<file path="config.mk">
export PLATFORM = sky130hd
export DESIGN_NAME = driver_fault_protection
export DESIGN_NICKNAME = d
export VERILOG_FILES = /design/src/core/fault_prot_pkg.sv /design/src/core/bridge_fault_if.sv /design/src/core/bridge_short_detect.sv /design/src/core/driver_fault_protection.sv
export SDC_FILE = /design/constraint.sdc
export NUM_CORES = 1
export LEC_CHECK = 0
export BUFFER_PORTS_ARGS = -buffer_cell sky130_fd_sc_hd__buf_2
export CORE_ASPECT_RATIO = 1.25
export CORE_MARGIN = 5
export CORE_UTILIZATION = 61
export CTS_CLUSTER_SIZE = 12
export DETAILED_ROUTE_END_ITERATION = 8
export GPL_ROUTABILITY_DRIVEN = 1
export GPL_TIMING_DRIVEN = 0
export PLACE_DENSITY = 0.86
export RECOVER_POWER = 25
export SLEW_MARGIN = 25
export SYNTH_ARGS = -nofsm -noshare
export SYNTH_HDL_FRONTEND = slang
export SYNTH_SLANG_ARGS = --single-unit
</file>
<file path="constraint.sdc">
create_clock -name CORE_CLK -period 4.76 [get_ports CORE_CLK]
set_input_delay 0.476 -clock CORE_CLK [delete_from_list [all_inputs] [get_ports CORE_CLK]]
set_output_delay 0.476 -clock CORE_CLK [all_outputs]
set_load 0.1 [all_outputs]
</file>
<file path="src/core/fault_prot_pkg.sv">
package fault_prot_pkg;
  // clock rate and bus widths
  localparam int CLK_MHZ = 250;
  localparam int ADDR_W = 8;
  localparam int DATA_W = 32;
  localparam int CNT_W = 10;

  // spike filter times and their cycle counts (least times round up)
  localparam int FILT0_NS = 100;
  localparam int FILT1_NS = 1000;
  localparam int FILT2_NS = 2000;
  localparam int FILT3_NS = 3000;
  localparam int FILT0_CYC = (FILT0_NS * CLK_MHZ + 999) / 1000;
  localparam int FILT1_CYC = (FILT1_NS * CLK_MHZ + 999) / 1000;
  localparam int FILT2_CYC = (FILT2_NS * CLK_MHZ + 999) / 1000;
  localparam int FILT3_CYC = (FILT3_NS * CLK_MHZ + 999) / 1000;
  // blanking after a bridge switches
  localparam int BLANK_NORM_NS = 750;
  localparam int BLANK_HIGH_NS = 1500;
  localparam int BLANK_NORM_CYC = (BLANK_NORM_NS * CLK_MHZ + 999) / 1000;
  localparam int BLANK_HIGH_CYC = (BLANK_HIGH_NS * CLK_MHZ + 999) / 1000;
  // bridge off time between two tries
  localparam int RETRY_OFF_NS = 2000;
  localparam int RETRY_OFF_CYC = (RETRY_OFF_NS * CLK_MHZ + 999) / 1000;
  localparam logic [1:0] SHORT_RETRIES = 2'h3;

  // register byte offsets
  localparam logic [ADDR_W-1:0] CTRL_OFS = 8'h00;
  localparam logic [ADDR_W-1:0] CFG_OFS = 8'h04;
  localparam logic [ADDR_W-1:0] STAT_OFS = 8'h08;
  localparam logic [ADDR_W-1:0] IRQ_STAT_OFS = 8'h0c;
  localparam logic [ADDR_W-1:0] IRQ_MASK_OFS = 8'h10;

  // control word fields
  localparam int CTRL_EN_BIT = 0;
  localparam int CTRL_OTSEL_LSB = 1;
  localparam int CTRL_SUPDIS_BIT = 3;
  localparam int CTRL_GNDDIS_BIT = 4;
  // fault_detect_config fields
  localparam int CFG_LS_LSB = 0;
  localparam int CFG_HS_LSB = 8;
  localparam int CFG_FILT_LSB = 16;
  localparam int CFG_DELAY_BIT = 18;
  localparam logic [3:0] LS_THR_MIN = 4'h4;
  localparam logic [3:0] HS_THR_MIN = 4'h2;
  localparam logic [3:0] THR_RESET = 4'h6;
  localparam logic [1:0] FILT_RESET = 2'h1;

  // interrupt / status bit positions
  localparam int EV_OT = 0;
  localparam int EV_GND_A = 1;
  localparam int EV_GND_B = 2;
  localparam int EV_SUP_A = 3;
  localparam int EV_SUP_B = 4;
  localparam int EV_OL_A = 5;
  localparam int EV_OL_B = 6;
  localparam int EV_W = 7;
  localparam int ST_PREWARN_BIT = 7;
  localparam int ST_TEMP_LSB = 8;
  localparam int ST_BRIDGE_LSB = 12;

  // temperature comparator inputs: prewarn, 136, 143, 150
  localparam int TEMP_PREWARN = 0;

  typedef enum logic [2:0] {
    DET_OFF = 3'h0,
    DET_BLANK = 3'h1,
    DET_WATCH = 3'h3,
    DET_RETRY = 3'h2,
    DET_LOCKED = 3'h6
  } det_state_e;
endpackage

</file>
<file path="src/core/bridge_fault_if.sv">
interface bridge_fault_if;
  import fault_prot_pkg::*;
  // settings and comparator levels toward the detector
  logic enable;
  logic gnd_disable;
  logic sup_disable;
  logic [1:0] filt_sel;
  logic delay_sel;
  logic gnd_raw;
  logic sup_raw;
  logic switch_evt;
  // verdicts back from the detector
  logic bridge_on;
  logic gnd_fault;
  logic sup_fault;

  modport ctrl (output enable, gnd_disable, sup_disable, filt_sel, delay_sel,
                gnd_raw, sup_raw, switch_evt, input bridge_on, gnd_fault, sup_fault);
  modport det (input enable, gnd_disable, sup_disable, filt_sel, delay_sel,
               gnd_raw, sup_raw, switch_evt, output bridge_on, gnd_fault, sup_fault);
endinterface

</file>
<file path="src/core/bridge_short_detect.sv">
module bridge_short_detect
  import fault_prot_pkg::*;
(
  // clock and reset
  input wire logic clk,
  input wire logic rst,
  // one bridge
  bridge_fault_if.det bf
);

  typedef struct packed {
    det_state_e st;
    logic [CNT_W-1:0] cnt;
    logic [1:0] tries;
    logic on;
    logic gnd;
    logic sup;
  } det_s;

  det_s q;
  det_s d;

  // filter length for a select code
  function automatic logic [CNT_W-1:0] filt_len(input logic [1:0] sel);
    case (sel)
      2'h0: filt_len = CNT_W'(FILT0_CYC);
      2'h1: filt_len = CNT_W'(FILT1_CYC);
      2'h2: filt_len = CNT_W'(FILT2_CYC);
      default: filt_len = CNT_W'(FILT3_CYC);
    endcase
  endfunction

  logic gnd_act;
  logic sup_act;
  logic [CNT_W-1:0] blank_len;

  // disabled detectors never see a short
  assign gnd_act = bf.gnd_raw & ~bf.gnd_disable;
  assign sup_act = bf.sup_raw & ~bf.sup_disable;
  assign blank_len = bf.delay_sel ? CNT_W'(BLANK_HIGH_CYC - 1) : CNT_W'(BLANK_NORM_CYC - 1);

  // blank, filter, retry, lock
  always_comb begin
    d = q;
    case (q.st)
      DET_OFF: begin
        if (bf.enable) begin
          d.st = DET_BLANK;
          d.cnt = blank_len;
        end
      end
      DET_BLANK: begin
        if (q.cnt == '0) begin
          d.st = DET_WATCH;
        end else begin
          d.cnt = q.cnt - 1'b1;
        end
      end
      DET_WATCH: begin
        if (bf.switch_evt) begin
          d.st = DET_BLANK; // blank over each switching edge
          d.cnt = blank_len;
        end else if (gnd_act | sup_act) begin
          if (q.cnt == filt_len(bf.filt_sel) - 1'b1) begin
            if (q.tries == SHORT_RETRIES) begin
              d.st = DET_LOCKED; // short persisted through retries
              d.gnd = gnd_act;
              d.sup = sup_act;
            end else begin
              d.st = DET_RETRY;
              d.tries = q.tries + 1'b1;
              d.cnt = CNT_W'(RETRY_OFF_CYC - 1);
            end
          end else begin
            d.cnt = q.cnt + 1'b1;
          end
        end else begin
          d.cnt = '0;
        end
      end
      DET_RETRY: begin
        if (q.cnt == '0) begin
          d.st = DET_BLANK;
          d.cnt = blank_len;
        end else begin
          d.cnt = q.cnt - 1'b1;
        end
      end
      DET_LOCKED: d.st = DET_LOCKED; // held until re-enable
      default: d.st = DET_OFF;
    endcase
    // disable clears everything; the next enable restarts
    if (!bf.enable) begin
      d = '0;
      d.st = DET_OFF;
    end
    d.on = (d.st == DET_BLANK) || (d.st == DET_WATCH);
  end

  always_ff @(posedge clk) begin
    if (rst) begin
      q <= '0;
    end else begin
      q <= d;
    end
  end

  assign bf.bridge_on = q.on;
  assign bf.gnd_fault = q.gnd;
  assign bf.sup_fault = q.sup;
endmodule

</file>
<file path="src/core/driver_fault_protection.sv">
// Operation
// - Temperature is compared with a fixed pre-warning level and one of three shutdown levels.
// - After an overtemperature shutdown all bridges stay off until below pre-warning.
// - A detected short is retried three times before the bridge is locked off.
// - Ground shorts come from high-side drop, supply shorts from low-side plus sense drop.
// - The low-side short threshold takes values 4 to 15, 4 being most sensitive.
// - The high-side short threshold takes values 2 to 15, 2 being most sensitive.
// - Filter codes 0 to 3 give 100 ns, 1 us, 2 us, 3 us, code 1 after reset.
// - Detection is blanked 750 ns after switching, or 1500 ns when the delay bit is set.
// - The supply short disable bit turns low-side short protection off.
// - The ground short disable bit turns high-side short protection off.
// - A confirmed short turns off only its bridge and sets that bridge's own flag.
// - A per-coil open-load flag shows when coil current cannot be reached.
// - Open load is not evaluated at standstill.
// - Open-load flags are status only and never act on the bridges.
//
// Our own choices: the register addresses and the AXI4-Lite register port.
module driver_fault_protection
  import fault_prot_pkg::*;
(
  // clock and reset
  input wire logic CORE_CLK,
  input wire logic SYS_RST,

  // axi4-lite write address
  input wire logic S_AXI_AWVALID,
  output logic S_AXI_AWREADY,
  input wire logic [ADDR_W-1:0] S_AXI_AWADDR,

  // axi4-lite write data
  input wire logic S_AXI_WVALID,
  output logic S_AXI_WREADY,
  input wire logic [DATA_W-1:0] S_AXI_WDATA,
  input wire logic [3:0] S_AXI_WSTRB,

  // axi4-lite write response
  output logic S_AXI_BVALID,
  input wire logic S_AXI_BREADY,
  output logic [1:0] S_AXI_BRESP,

  // axi4-lite read address
  input wire logic S_AXI_ARVALID,
  output logic S_AXI_ARREADY,
  input wire logic [ADDR_W-1:0] S_AXI_ARADDR,

  // axi4-lite read data
  output logic S_AXI_RVALID,
  input wire logic S_AXI_RREADY,
  output logic [DATA_W-1:0] S_AXI_RDATA,
  output logic [1:0] S_AXI_RRESP,

  // temperature comparators: prewarn, 136, 143, 150
  input wire logic [3:0] TEMP_ABOVE,

  // short comparators per bridge (bit 0 = a)
  input wire logic [1:0] HS_DROP_HIGH,
  input wire logic [1:0] LS_DROP_HIGH,
  input wire logic [1:0] BRIDGE_SWITCH,

  // coil current supervision
  input wire logic [1:0] COIL_REACHED,
  input wire logic OL_SAMPLE,
  input wire logic STANDSTILL,

  // bridge control and comparator levels
  output logic [1:0] BRIDGE_ENABLE,
  output logic [3:0] LS_THRESHOLD,
  output logic [3:0] HS_THRESHOLD,
  output logic OVERTEMP_SHUTDOWN,
  output logic IRQ
);

  typedef struct packed {
    // bus side
    logic aw_have;
    logic [ADDR_W-1:0] aw_addr;
    logic w_have;
    logic [DATA_W-1:0] w_data;
    logic [3:0] w_strb;
    logic bvalid;
    logic [1:0] bresp;
    logic rvalid;
    logic [DATA_W-1:0] rdata;
    logic [1:0] rresp;
    logic aw_rdy;
    logic w_rdy;
    logic ar_rdy;

    // control and config
    logic drv_enable;
    logic [1:0] ot_sel;
    logic supply_short_disable;
    logic ground_short_disable;
    logic [3:0] lowside_short_threshold;
    logic [3:0] highside_short_threshold;
    logic [1:0] filt_sel;
    logic delay_sel;

    // status
    logic overtemp_shutdown_flag;
    logic [1:0] open_load;
    logic [EV_W-1:0] irq_stat;
    logic [EV_W-1:0] irq_mask;
    logic [EV_W-1:0] ev_prev;
    logic [1:0] bridge_en;
    logic irq;
  } top_s;

  top_s q;
  top_s d;

  // address compare on the word address
  function automatic logic hit(input logic [ADDR_W-1:0] a, input logic [ADDR_W-1:0] ofs);
    hit = (a[ADDR_W-1:2] == ofs[ADDR_W-1:2]);
  endfunction

  // byte-lane merge of a write into an old word
  function automatic logic [DATA_W-1:0] merge(input logic [DATA_W-1:0] old,
                                             input logic [DATA_W-1:0] wd,
                                             input logic [3:0] strb);
    logic [DATA_W-1:0] r;
    r = old;
    for (int i = 0; i < 4; i++) begin
      if (strb[i]) begin
        r[8*i +: 8] = wd[8*i +: 8];
      end
    end
    merge = r;
  endfunction

  // clamp a threshold into its legal range
  function automatic logic [3:0] clamp(input logic [3:0] v, input logic [3:0] lo);
    clamp = (v < lo) ? lo : v;
  endfunction

  logic [1:0] det_on;
  logic [1:0] det_gnd;
  logic [1:0] det_sup;

  // one short detector per bridge
  for (genvar b = 0; b < 2; b++) begin : g_bridge
    bridge_fault_if bf ();
    assign bf.enable = q.drv_enable & ~q.overtemp_shutdown_flag;
    assign bf.gnd_disable = q.ground_short_disable;
    assign bf.sup_disable = q.supply_short_disable;
    assign bf.filt_sel = q.filt_sel;
    assign bf.delay_sel = q.delay_sel;
    assign bf.gnd_raw = HS_DROP_HIGH[b]; // high-side drop means ground short
    assign bf.sup_raw = LS_DROP_HIGH[b]; // low-side plus sense drop
    assign bf.switch_evt = BRIDGE_SWITCH[b];
    assign det_on[b] = bf.bridge_on;
    assign det_gnd[b] = bf.gnd_fault;
    assign det_sup[b] = bf.sup_fault;

    bridge_short_detect u_det (
      .clk(CORE_CLK),
      .rst(SYS_RST),
      .bf(bf)
    );
  end

  logic [3:0] wide_temp;
  logic ot_trip;
  logic [EV_W-1:0] ev_now;
  logic [EV_W-1:0] ev_rise;
  logic [DATA_W-1:0] ctrl_word;
  logic [DATA_W-1:0] cfg_word;
  logic [DATA_W-1:0] stat_word;
  logic [DATA_W-1:0] ctrl_new;
  logic [DATA_W-1:0] cfg_new;
  logic [DATA_W-1:0] mask_new;

  // shutdown level chosen among 136/143/150, code 3 acts as 150
  always_comb begin
    wide_temp = TEMP_ABOVE;
    case (q.ot_sel)
      2'h0: ot_trip = wide_temp[1];
      2'h1: ot_trip = wide_temp[2];
      default: ot_trip = wide_temp[3];
    endcase
  end

  // register images for readback
  always_comb begin
    ctrl_word = '0;
    ctrl_word[CTRL_EN_BIT] = q.drv_enable;
    ctrl_word[CTRL_OTSEL_LSB +: 2] = q.ot_sel;
    ctrl_word[CTRL_SUPDIS_BIT] = q.supply_short_disable;
    ctrl_word[CTRL_GNDDIS_BIT] = q.ground_short_disable;
    cfg_word = '0;
    cfg_word[CFG_LS_LSB +: 4] = q.lowside_short_threshold;
    cfg_word[CFG_HS_LSB +: 4] = q.highside_short_threshold;
    cfg_word[CFG_FILT_LSB +: 2] = q.filt_sel;
    cfg_word[CFG_DELAY_BIT] = q.delay_sel;
    stat_word = '0;
    stat_word[EV_W-1:0] = ev_now;
    stat_word[ST_PREWARN_BIT] = TEMP_ABOVE[TEMP_PREWARN];
    stat_word[ST_TEMP_LSB +: 4] = TEMP_ABOVE;
    stat_word[ST_BRIDGE_LSB +: 2] = q.bridge_en;
  end

  // written words, byte lanes merged
  assign ctrl_new = merge(ctrl_word, q.w_data, q.w_strb);
  assign cfg_new = merge(cfg_word, q.w_data, q.w_strb);
  assign mask_new = merge(DATA_W'(q.irq_mask), q.w_data, q.w_strb);

  // event levels; their rising edges feed the sticky status
  always_comb begin
    ev_now = '0;
    ev_now[EV_OT] = q.overtemp_shutdown_flag;
    ev_now[EV_GND_A] = det_gnd[0];
    ev_now[EV_GND_B] = det_gnd[1];
    ev_now[EV_SUP_A] = det_sup[0];
    ev_now[EV_SUP_B] = det_sup[1];
    ev_now[EV_OL_A] = q.open_load[0];
    ev_now[EV_OL_B] = q.open_load[1];
    ev_rise = ev_now & ~q.ev_prev;
  end

  // bus slave, configuration, protection state
  always_comb begin
    d = q;
    d.ev_prev = ev_now;

    // overtemperature latch with hysteresis down to prewarn
    if (ot_trip) begin
      d.overtemp_shutdown_flag = 1'b1;
    end else if (!TEMP_ABOVE[TEMP_PREWARN]) begin
      d.overtemp_shutdown_flag = 1'b0;
    end

    // open load sampled once per chopper period, never at standstill
    if (OL_SAMPLE && !STANDSTILL && q.drv_enable) begin
      d.open_load = ~COIL_REACHED; // any cause of a missed current counts
    end

    // write channel: address and data taken in either order
    if (S_AXI_AWVALID && q.aw_rdy) begin
      d.aw_have = 1'b1;
      d.aw_addr = S_AXI_AWADDR;
    end
    if (S_AXI_WVALID && q.w_rdy) begin
      d.w_have = 1'b1;
      d.w_data = S_AXI_WDATA;
      d.w_strb = S_AXI_WSTRB;
    end
    if (q.aw_have && q.w_have) begin
      d.aw_have = 1'b0;
      d.w_have = 1'b0;
      d.bvalid = 1'b1;
      d.bresp = 2'h0;
      if (hit(q.aw_addr, CTRL_OFS)) begin
        d.drv_enable = ctrl_new[CTRL_EN_BIT];
        d.ot_sel = ctrl_new[CTRL_OTSEL_LSB +: 2];
        d.supply_short_disable = ctrl_new[CTRL_SUPDIS_BIT];
        d.ground_short_disable = ctrl_new[CTRL_GNDDIS_BIT];
      end else if (hit(q.aw_addr, CFG_OFS)) begin
        d.lowside_short_threshold =
          clamp(cfg_new[CFG_LS_LSB +: 4], LS_THR_MIN);
        d.highside_short_threshold =
          clamp(cfg_new[CFG_HS_LSB +: 4], HS_THR_MIN);
        d.filt_sel = cfg_new[CFG_FILT_LSB +: 2];
        d.delay_sel = cfg_new[CFG_DELAY_BIT];
      end else if (hit(q.aw_addr, IRQ_MASK_OFS)) begin
        d.irq_mask = mask_new[EV_W-1:0];
      end else if (!hit(q.aw_addr, STAT_OFS) && !hit(q.aw_addr, IRQ_STAT_OFS)) begin
        d.bresp = 2'h2; // unmapped: slave error
      end
    end

    if (q.bvalid && S_AXI_BREADY) begin
      d.bvalid = 1'b0;
    end

    // read channel; a read of the irq status clears it
    if (q.rvalid && S_AXI_RREADY) begin
      d.rvalid = 1'b0;
    end
    if (S_AXI_ARVALID && q.ar_rdy) begin
      d.rvalid = 1'b1;
      d.rresp = 2'h0;
      d.rdata = '0;
      if (hit(S_AXI_ARADDR, CTRL_OFS)) begin
        d.rdata = ctrl_word;
      end else if (hit(S_AXI_ARADDR, CFG_OFS)) begin
        d.rdata = cfg_word;
      end else if (hit(S_AXI_ARADDR, STAT_OFS)) begin
        d.rdata = stat_word;
      end else if (hit(S_AXI_ARADDR, IRQ_STAT_OFS)) begin
        d.rdata[EV_W-1:0] = q.irq_stat;
        d.irq_stat = '0;
      end else if (hit(S_AXI_ARADDR, IRQ_MASK_OFS)) begin
        d.rdata[EV_W-1:0] = q.irq_mask;
      end else begin
        d.rresp = 2'h2;
      end
    end

    // readies kept in flops
    d.aw_rdy = ~d.aw_have & ~d.bvalid;
    d.w_rdy = ~d.w_have & ~d.bvalid;
    d.ar_rdy = ~d.rvalid;

    // a new event beats a clearing read in the same cycle
    d.irq_stat = d.irq_stat | ev_rise;
    d.irq = |(d.irq_stat & d.irq_mask);

    // bridge gating: overtemp kills both, a short only its own
    for (int b = 0; b < 2; b++) begin
      d.bridge_en[b] = d.drv_enable & ~d.overtemp_shutdown_flag & det_on[b];
    end

    // open load deliberately absent from the gating above
  end

  // single state register
  always_ff @(posedge CORE_CLK) begin
    if (SYS_RST) begin
      q <= '0;
      q.lowside_short_threshold <= THR_RESET;
      q.highside_short_threshold <= THR_RESET;
      q.filt_sel <= FILT_RESET;
    end else begin
      q <= d;
    end
  end

  // outputs straight from flops
  assign S_AXI_AWREADY = q.aw_rdy;
  assign S_AXI_WREADY = q.w_rdy;
  assign S_AXI_BVALID = q.bvalid;
  assign S_AXI_BRESP = q.bresp;
  assign S_AXI_ARREADY = q.ar_rdy;
  assign S_AXI_RVALID = q.rvalid;
  assign S_AXI_RDATA = q.rdata;
  assign S_AXI_RRESP = q.rresp;
  assign BRIDGE_ENABLE = q.bridge_en;
  assign LS_THRESHOLD = q.lowside_short_threshold;
  assign HS_THRESHOLD = q.highside_short_threshold;
  assign OVERTEMP_SHUTDOWN = q.overtemp_shutdown_flag;
  assign IRQ = q.irq;
endmodule

</file>
==> results of run 1 <==
power groups by stage:
stage	clock network (uW)	logic, uW	registers, uW
floorplan	0	179	1150
global placement	0	255	1130
detailed placement	0	257	1130
CTS	1350	260	1110
global route	1400	275	1110
finish	1350	262	1110
cells in the final DEF (no fill, tap or decap), drive strengths merged, types with 17 or more instances in the layout:
cell type and count:
nand2 94, dfxtp 128, conb 17, clkbuf 56
buf 146, inv 18, a21oi 68, o21ai 30
nor3 28, mux2i 26, nor2 94, nor2b 27
nand3 31
per-stage QoR:
step	std cells	worst slack (ns)	util [%]
3_3_place_gp	1142	1.81	67.7
6_report	1175	1.85	73.1
4_1_cts	1175	1.94	73.1
3_5_place_dp	1143	1.74	67.8
5_1_grt	1175	1.73	73.1
2_1_floorplan	900	2.35	-
critical path: stages, from the launching register on:
cell	delay (ns)
dfxtp_1	0.34
clkbuf_1	0.39
inv_1	0.12
ha_1	0.25
nor2b_1	0.17
and3_1	0.24
a21o_1	0.19
a31oi_1	0.47
buf_2	0.33
o21ai_0	0.11
o22ai_1	0.20
cell type report:
class | instances | share of cell area (%)
plain buffers | 102 | 6.91
well taps | 161 | 2.37
clock inverters | 14 | 2.12
repair buffers | 82 | 4.85
clock buffers | 18 | 5.06
flip-flops and latches | 128 | 30.2
multi-input cells | 653 | 47.7
inverters | 17 | 0.752
flip-flops by register name (all words and copies together), names as in the netlist, 2 cells and up:
register                     cells
g_bridge.u_det.bf.sup_fault      2
q                               46
g_bridge.u_det.bf.gnd_fault      2
BRIDGE_ENABLE                    2
LS_THRESHOLD                     4
d                                2
S_AXI_RDATA                     17
ctrl_word                        3
g_bridge.u_det.q                30
g_bridge.u_det.bf.bridge_on      2
g_bridge.bf.filt_sel             2
HS_THRESHOLD                     4
layer usage:
metal / part of all wire (%) / vias up / track usage [%]
met3: 8.1 / 82 / 5.40
met4: 3.8 / 0 / 14.4
li1: - / 3362 / -
met1: 36 / 3369 / 35.2
met5: 0 / - / 0
met2: 52 / 373 / 53.0
kinds of logic (layout without fill, tap and decap cells):
| logic type | Yosys count | count (layout) | synth area share, % |
|---|---|---|---|
| buf+inv | 119 | 233 | 9.06 |
| other cells | 1 | 17 | 0.0521 |
| simple gates | 362 | 362 | 25.7 |
| flops | 128 | 128 | 35.6 |
| mux | 32 | 32 | 5.18 |
| compound gates | 213 | 213 | 20.5 |
| xor+xnor | 23 | 23 | 2.80 |
| fa+ha+maj | 6 | 6 | 1.04 |
how the worst max path moves through the flow:
| stage | start | to | slack (ns) | cells past startpoint |
|---|---|---|---|---|
| floorplan | S_AXI_ARREADY | IRQ | 2.35 | 7 |
| global placement | SYS_RST | g_bridge[1].u_det.q[5] | 1.81 | 6 |
| detailed placement | S_AXI_ARADDR[4] | IRQ | 1.74 | 7 |
| CTS | g_bridge[0].u_det.q[5] | g_bridge[0].u_det.q[14] | 1.94 | 10 |
| global route | g_bridge[0].u_det.q[5] | g_bridge[0].u_det.q[14] | 1.73 | 10 |
| finish | g_bridge[0].u_det.q[5] | g_bridge[0].u_det.q[14] | 1.85 | 10 |
==> metrics.md, run 1 <==
| Metric | Value |
|---|---|
| # Post-CTS Setup Buffers | 0 |
| Vias/cell | 6.12 |
| DRC errors left | 0 |
| Synth top area cells | dfxtp_1 36%, buf_4 5.1%, nand2_1 4.9% |
| Critical path fanouts, max | 10 |
| Hpwl dp | 15,300 microns |
| Global route overflow | 0 |
| CP Capture Type | register |
| Hold-fix buffers, CTS | 0 |
| Fill count | 889 |
| Hold depth | 2 |
| Min Tclk post-route | 2.91 ns |
| CP required | 5.09 ns |
| Synth Flop Type | dfxtp_1 |
| Starting density of the core | 61.9% |
| Seq pwr share | 40.8% |
| Num CTS Buffers | 17 |
| Worst-path clk slew | 0.06 ns |
| Post-synth top cells | 128 x dfxtp_1, 94 x nand2_1, 94 x nor2_1 |
| Worst setup SP type | register |
| Worst Hold Class | in2reg |
| Clock Power Share | 49.6% |
| Syn avg cell area | 8.14 sq um |
| EDFF count, synth | 0 |
| Setup CP Type | reg2reg |
| GPL Wtd Cong | 0.965 |
| First-pass GRT wire length | 34,400 microns |
| Mapped cell area | 7190 sq um |
| Antenna fix cells | 0 |
| Synth warn | 0 |
| Wire per inst | 18.3 microns |
| Die area | 14,100 sq um |
| Hold EP | d[8] |
| IO buf count | 81 |
| Design area | 8490 sq um |
| CTS Buffer Depth | 2 |
| Largest net degree at the start of global routing | 17 |
| Cell taking the most area after synthesis | dfxtp_1 |
| CTS resizes | 0 |
| Hold Startpoint | COIL_REACHED[0] |
| Clock root buffer | clkbuf_16 |
| Die H | 131 microns |
| H-tree levels | 4 |
| Synth top area share | 35.6% |
| CTS sink cnt | 128 |
| Final #Nets | 1,080 |
| Final ANT Viol Nets | 0 |
| Number of global-route vias before repair | 6,850 |
| Sw Share | 27.0% |
| Io pins | 126 |
| Top-count cell post-synth | dfxtp_1 |
| RSZ-0062 raised after global routing | no |
| Synthesis-stage register bit count | 128 |
| Clock skew | 0.00868 ns |
| P_int | 1990 uW |
| Max-Cap Viols | 0 |
| Worst skew pair latency | 0.42 ns |
| R2R Setup Slk | 1.85 ns |
| Core area | 11,600 sq um |
| Final Hold Vio Count | 0 |
| Final Power | 2720 uW |
| Area Overhead vs Synth | 18.0% |
| Placement Cell Area | 7880 sq um |
| Maximum VDD drop | 0.263 mV |
| Logic pwr share | 9.6% |
| Register area | 2560 sq um |
| Initial antenna violation count | 0 |
| Register area share after synthesis | 35.6% |
| Worst-margin pin slew | 1.17 ns |
| Final worst path period share | 61.2% |
| Slew HR | 22.4% |
| Row count | 44 |
| Synth unique cells | 82 |
| R2r worst-path depth | 10 |
| Async SR Flop Fraction | 0% |
| P_leak | 0.00344 uW |
| Sum Neg Setup Slack | 0 ns |
| Vias | 7,186 |
| Drt pass-1 iters | 5 |
| Final slew viol count | 0 |
| Setup violators final | 0 |
| Pwr per Cell Area | 321 nW/um^2 |
| Status | completed |
| WHS | 0.234 ns |
| Area of the multi-input gates | 4050 sq um |
| R2r startpoint | g_bridge[0].u_det.q[5] |
| Die span in x | 107 microns |
| TritonCTS clock tree | built |
| FMAX | 343 MHz |
| Layout cells sized above 1 | 20.4% |
| NetSw | 734 uW |
| Final wirelength | 21,500 microns |
| GRT Resource Usage Total | 30.3% |
| Crit path DAT | 3.24 ns |
| Initial DRC count | 608 |
| Synth Instances | 884 |
| Worst reg2reg endpoint | g_bridge[0].u_det.q[14] |
(Power assumes the default switching activity.)
==> inputs of run 2 (changes only) <==
CORE_UTILIZATION = 57   (was 61)
PLACE_DENSITY = 0.81   (was 0.86)
clock period = 2.8 ns   (was 4.76 ns; I/O delays follow)
==> metrics.md, run 2 (same netlist as run 1, synthesis figures left out) <==
| Metric | Value |
|---|---|
| Crit path DAT | 2.96 ns |
| Wire per inst | 17.6 microns |
| GPL Wtd Cong | 0.973 |
| Io pins | 126 |
| Fill count | 1,088 |
| Die area | 15,000 sq um |
| Vias | 7,050 |
| Area of the multi-input gates | 4060 sq um |
| Layout cells sized above 1 | 19.5% |
| Worst-margin pin slew | 1.18 ns |
| Antenna fix cells | 0 |
| Min Tclk post-route | 2.65 ns |
| Setup violators final | 0 |
| Final slew viol count | 0 |
| GRT Resource Usage Total | 27.1% |
| Final wirelength | 20,800 microns |
| Initial antenna violation count | 0 |
| R2r startpoint | g_bridge[0].u_det.q[5] |
| # Post-CTS Setup Buffers | 0 |
| Logic pwr share | 9.6% |
| P_leak | 0.00340 uW |
| IO buf count | 81 |
| Placement Cell Area | 7880 sq um |
| DRC errors left | 0 |
| Pwr per Cell Area | 543 nW/um^2 |
| FMAX | 378 MHz |
| Drt pass-1 iters | 5 |
| TritonCTS clock tree | built |
| Hold Startpoint | COIL_REACHED[0] |
| Row count | 46 |
| Final #Nets | 1,079 |
| Final non-filler cell total | 1,181 |
| CTS Buffer Depth | 2 |
| Max-Cap Viols | 0 |
| Num CTS Buffers | 17 |
| Final Hold Vio Count | 0 |
| P_int | 3420 uW |
| Setup CP Type | reg2reg |
| Hpwl dp | 15,100 microns |
| R2R Setup Slk | 0.15 ns |
| WHS | 0.0593 ns |
| Register area | 2560 sq um |
| Core area | 12,500 sq um |
| Most frequent cells in the layout | 128 x dfxtp_1, 94 x nand2_1, 94 x nor2_1 |
| Critical path fanouts, max | 10 |
| CP Capture Type | register |
| Global route overflow | 0 |
| Leading cell type in the layout, fill and taps excluded | dfxtp_1 |
| NetSw | 1200 uW |
| CP required | 3.11 ns |
| Sw Share | 25.9% |
| Clock skew | 0.00975 ns |
| Crit path cell chain | clkbuf_2, inv_1, ha_1, nor2b_1, and3_1, a21o_1, a31oi_2, buf_2, o311ai_1, o2bb2ai_1 |
| H-tree levels | 4 |
| Clock Power Share | 49.5% |
| Status | completed |
| R2r worst-path depth | 10 |
| Worst reg2reg endpoint | g_bridge[0].u_det.q[12] |
| Slew HR | 21.8% |
| Worst skew pair latency | 0.41 ns |
| Worst setup SP type | register |
| Starting density of the core | 57.3% |
| Number of global-route vias before repair | 6,679 |
| Clock root buffer | clkbuf_16 |
| Max reg flops | 46 |
| Largest Register | q |
| Final ANT Viol Nets | 0 |
| CTS sink cnt | 128 |
| Worst-path clk slew | 0.06 ns |
| Worst Hold Class | in2reg |
| First-pass GRT wire length | 33,300 microns |
| Largest net degree at the start of global routing | 17 |
| Hold depth | 2 |
| Die span in x | 110 microns |
| Crit path largest cell delay | 0.33 ns |
| Placed cells | 1,149 |
| Initial DRC count | 526 |
| Hold EP | d[8] |
| CP max stage cell | dfxtp_1 |
| Vias/cell | 5.97 |
| Final worst path period share | 94.6% |
| Seq pwr share | 40.9% |
| Die H | 136 microns |
| RSZ-0062 raised after global routing | no |
| Maximum VDD drop | 0.486 mV |
| Area Overhead vs Synth | 18.0% |
| Design area | 8490 sq um |
| Hold-fix buffers, CTS | 0 |
run 2: cell types whose count changed in the layout (fill, tap and decap cells not counted), moves of 2 or more:
cell,previous run,this run
clkbuf_8,0,2
clkinvlp_4,2,4
inv_6,3,1
clkbuf_1,38,45
clkinv_4,5,3
buf_2,95,86
buf_1,1,3
run 2: area by class of cell:
| class | count | area share, % |
|---|---|---|
| Tap cell | 168 | 2.48 |
| Multi-Input combinational cell | 653 | 47.8 |
| Timing Repair Buffer | 81 | 4.63 |
| Clock inverter | 11 | 1.83 |
| Buffer | 102 | 6.93 |
| Inverter | 17 | 0.752 |
| Clock buffer | 21 | 5.42 |
| Sequential cell | 128 | 30.2 |
run 2: per-stage QoR:
stage	total power [uW]	setup TNS, ns	util, %	setup slack (ns)
floorplan	2270	0	-	0.390
global placement	2360	-0.196	62.7	-0.130
detailed placement	2360	-0.0707	62.8	-0.0707
CTS	4620	0	67.7	0.0822
global route	4740	0	67.7	0.0246
finish	4610	0	67.7	0.152
run 2: critical path: cells and delay by family (launching register included):
kind | cells | cell delay [ns]
adder cells (fa/ha/maj) | 1 | 0.24
AND/OR/NAND/NOR | 2 | 0.41
buffers and inverters | 3 | 0.64
flip-flops | 1 | 0.33
AO/OA/AOI/OAI | 4 | 0.91
run 2: layer usage:
| metal | part of all wire (%) | routed length [microns] | GRT usage (%) |
|---|---|---|---|
| met1 | 38 | 7850 | 30.4 |
| met2 | 52 | 10700 | 50.3 |
| met3 | 6.5 | 1360 | 3.53 |
| met4 | 4.2 | 879 | 13.8 |
| met5 | 0 | 0 | 0 |
run 2: worst max path at each step:
stage | startpoint | to | slack, ns | depth (start not counted)
final | g_bridge[0].u_det.q[5] | g_bridge[0].u_det.q[12] | 0.15 | 10
after global routing | g_bridge[0].u_det.q[5] | g_bridge[0].u_det.q[12] | 0.02 | 10
after CTS | g_bridge[0].u_det.q[5] | g_bridge[0].u_det.q[12] | 0.08 | 10
after detailed placement | g_bridge[0].u_det.q[5] | g_bridge[0].u_det.q[12] | -0.07 | 10
after global placement | g_bridge[0].u_det.q[5] | g_bridge[0].u_det.q[12] | -0.13 | 10
after floorplan | S_AXI_ARREADY | IRQ | 0.39 | 7
run 2: what timing repair did:
item                                    in CTS  in global routing
endpoints found under the hold margin        0                  0
endpoints found under the setup margin       2                  4
resized for setup                            1                  1
run 2: power by group through the flow:
stage                     registers, uW  logic [uW]  clock network (uW)
after floorplan                    1960         304                   0
after global placement             1920         434                   0
after detailed placement           1930         438                   0
after CTS                          1890         441                2290
after global routing               1890         466                2380
final                              1890         441                2280
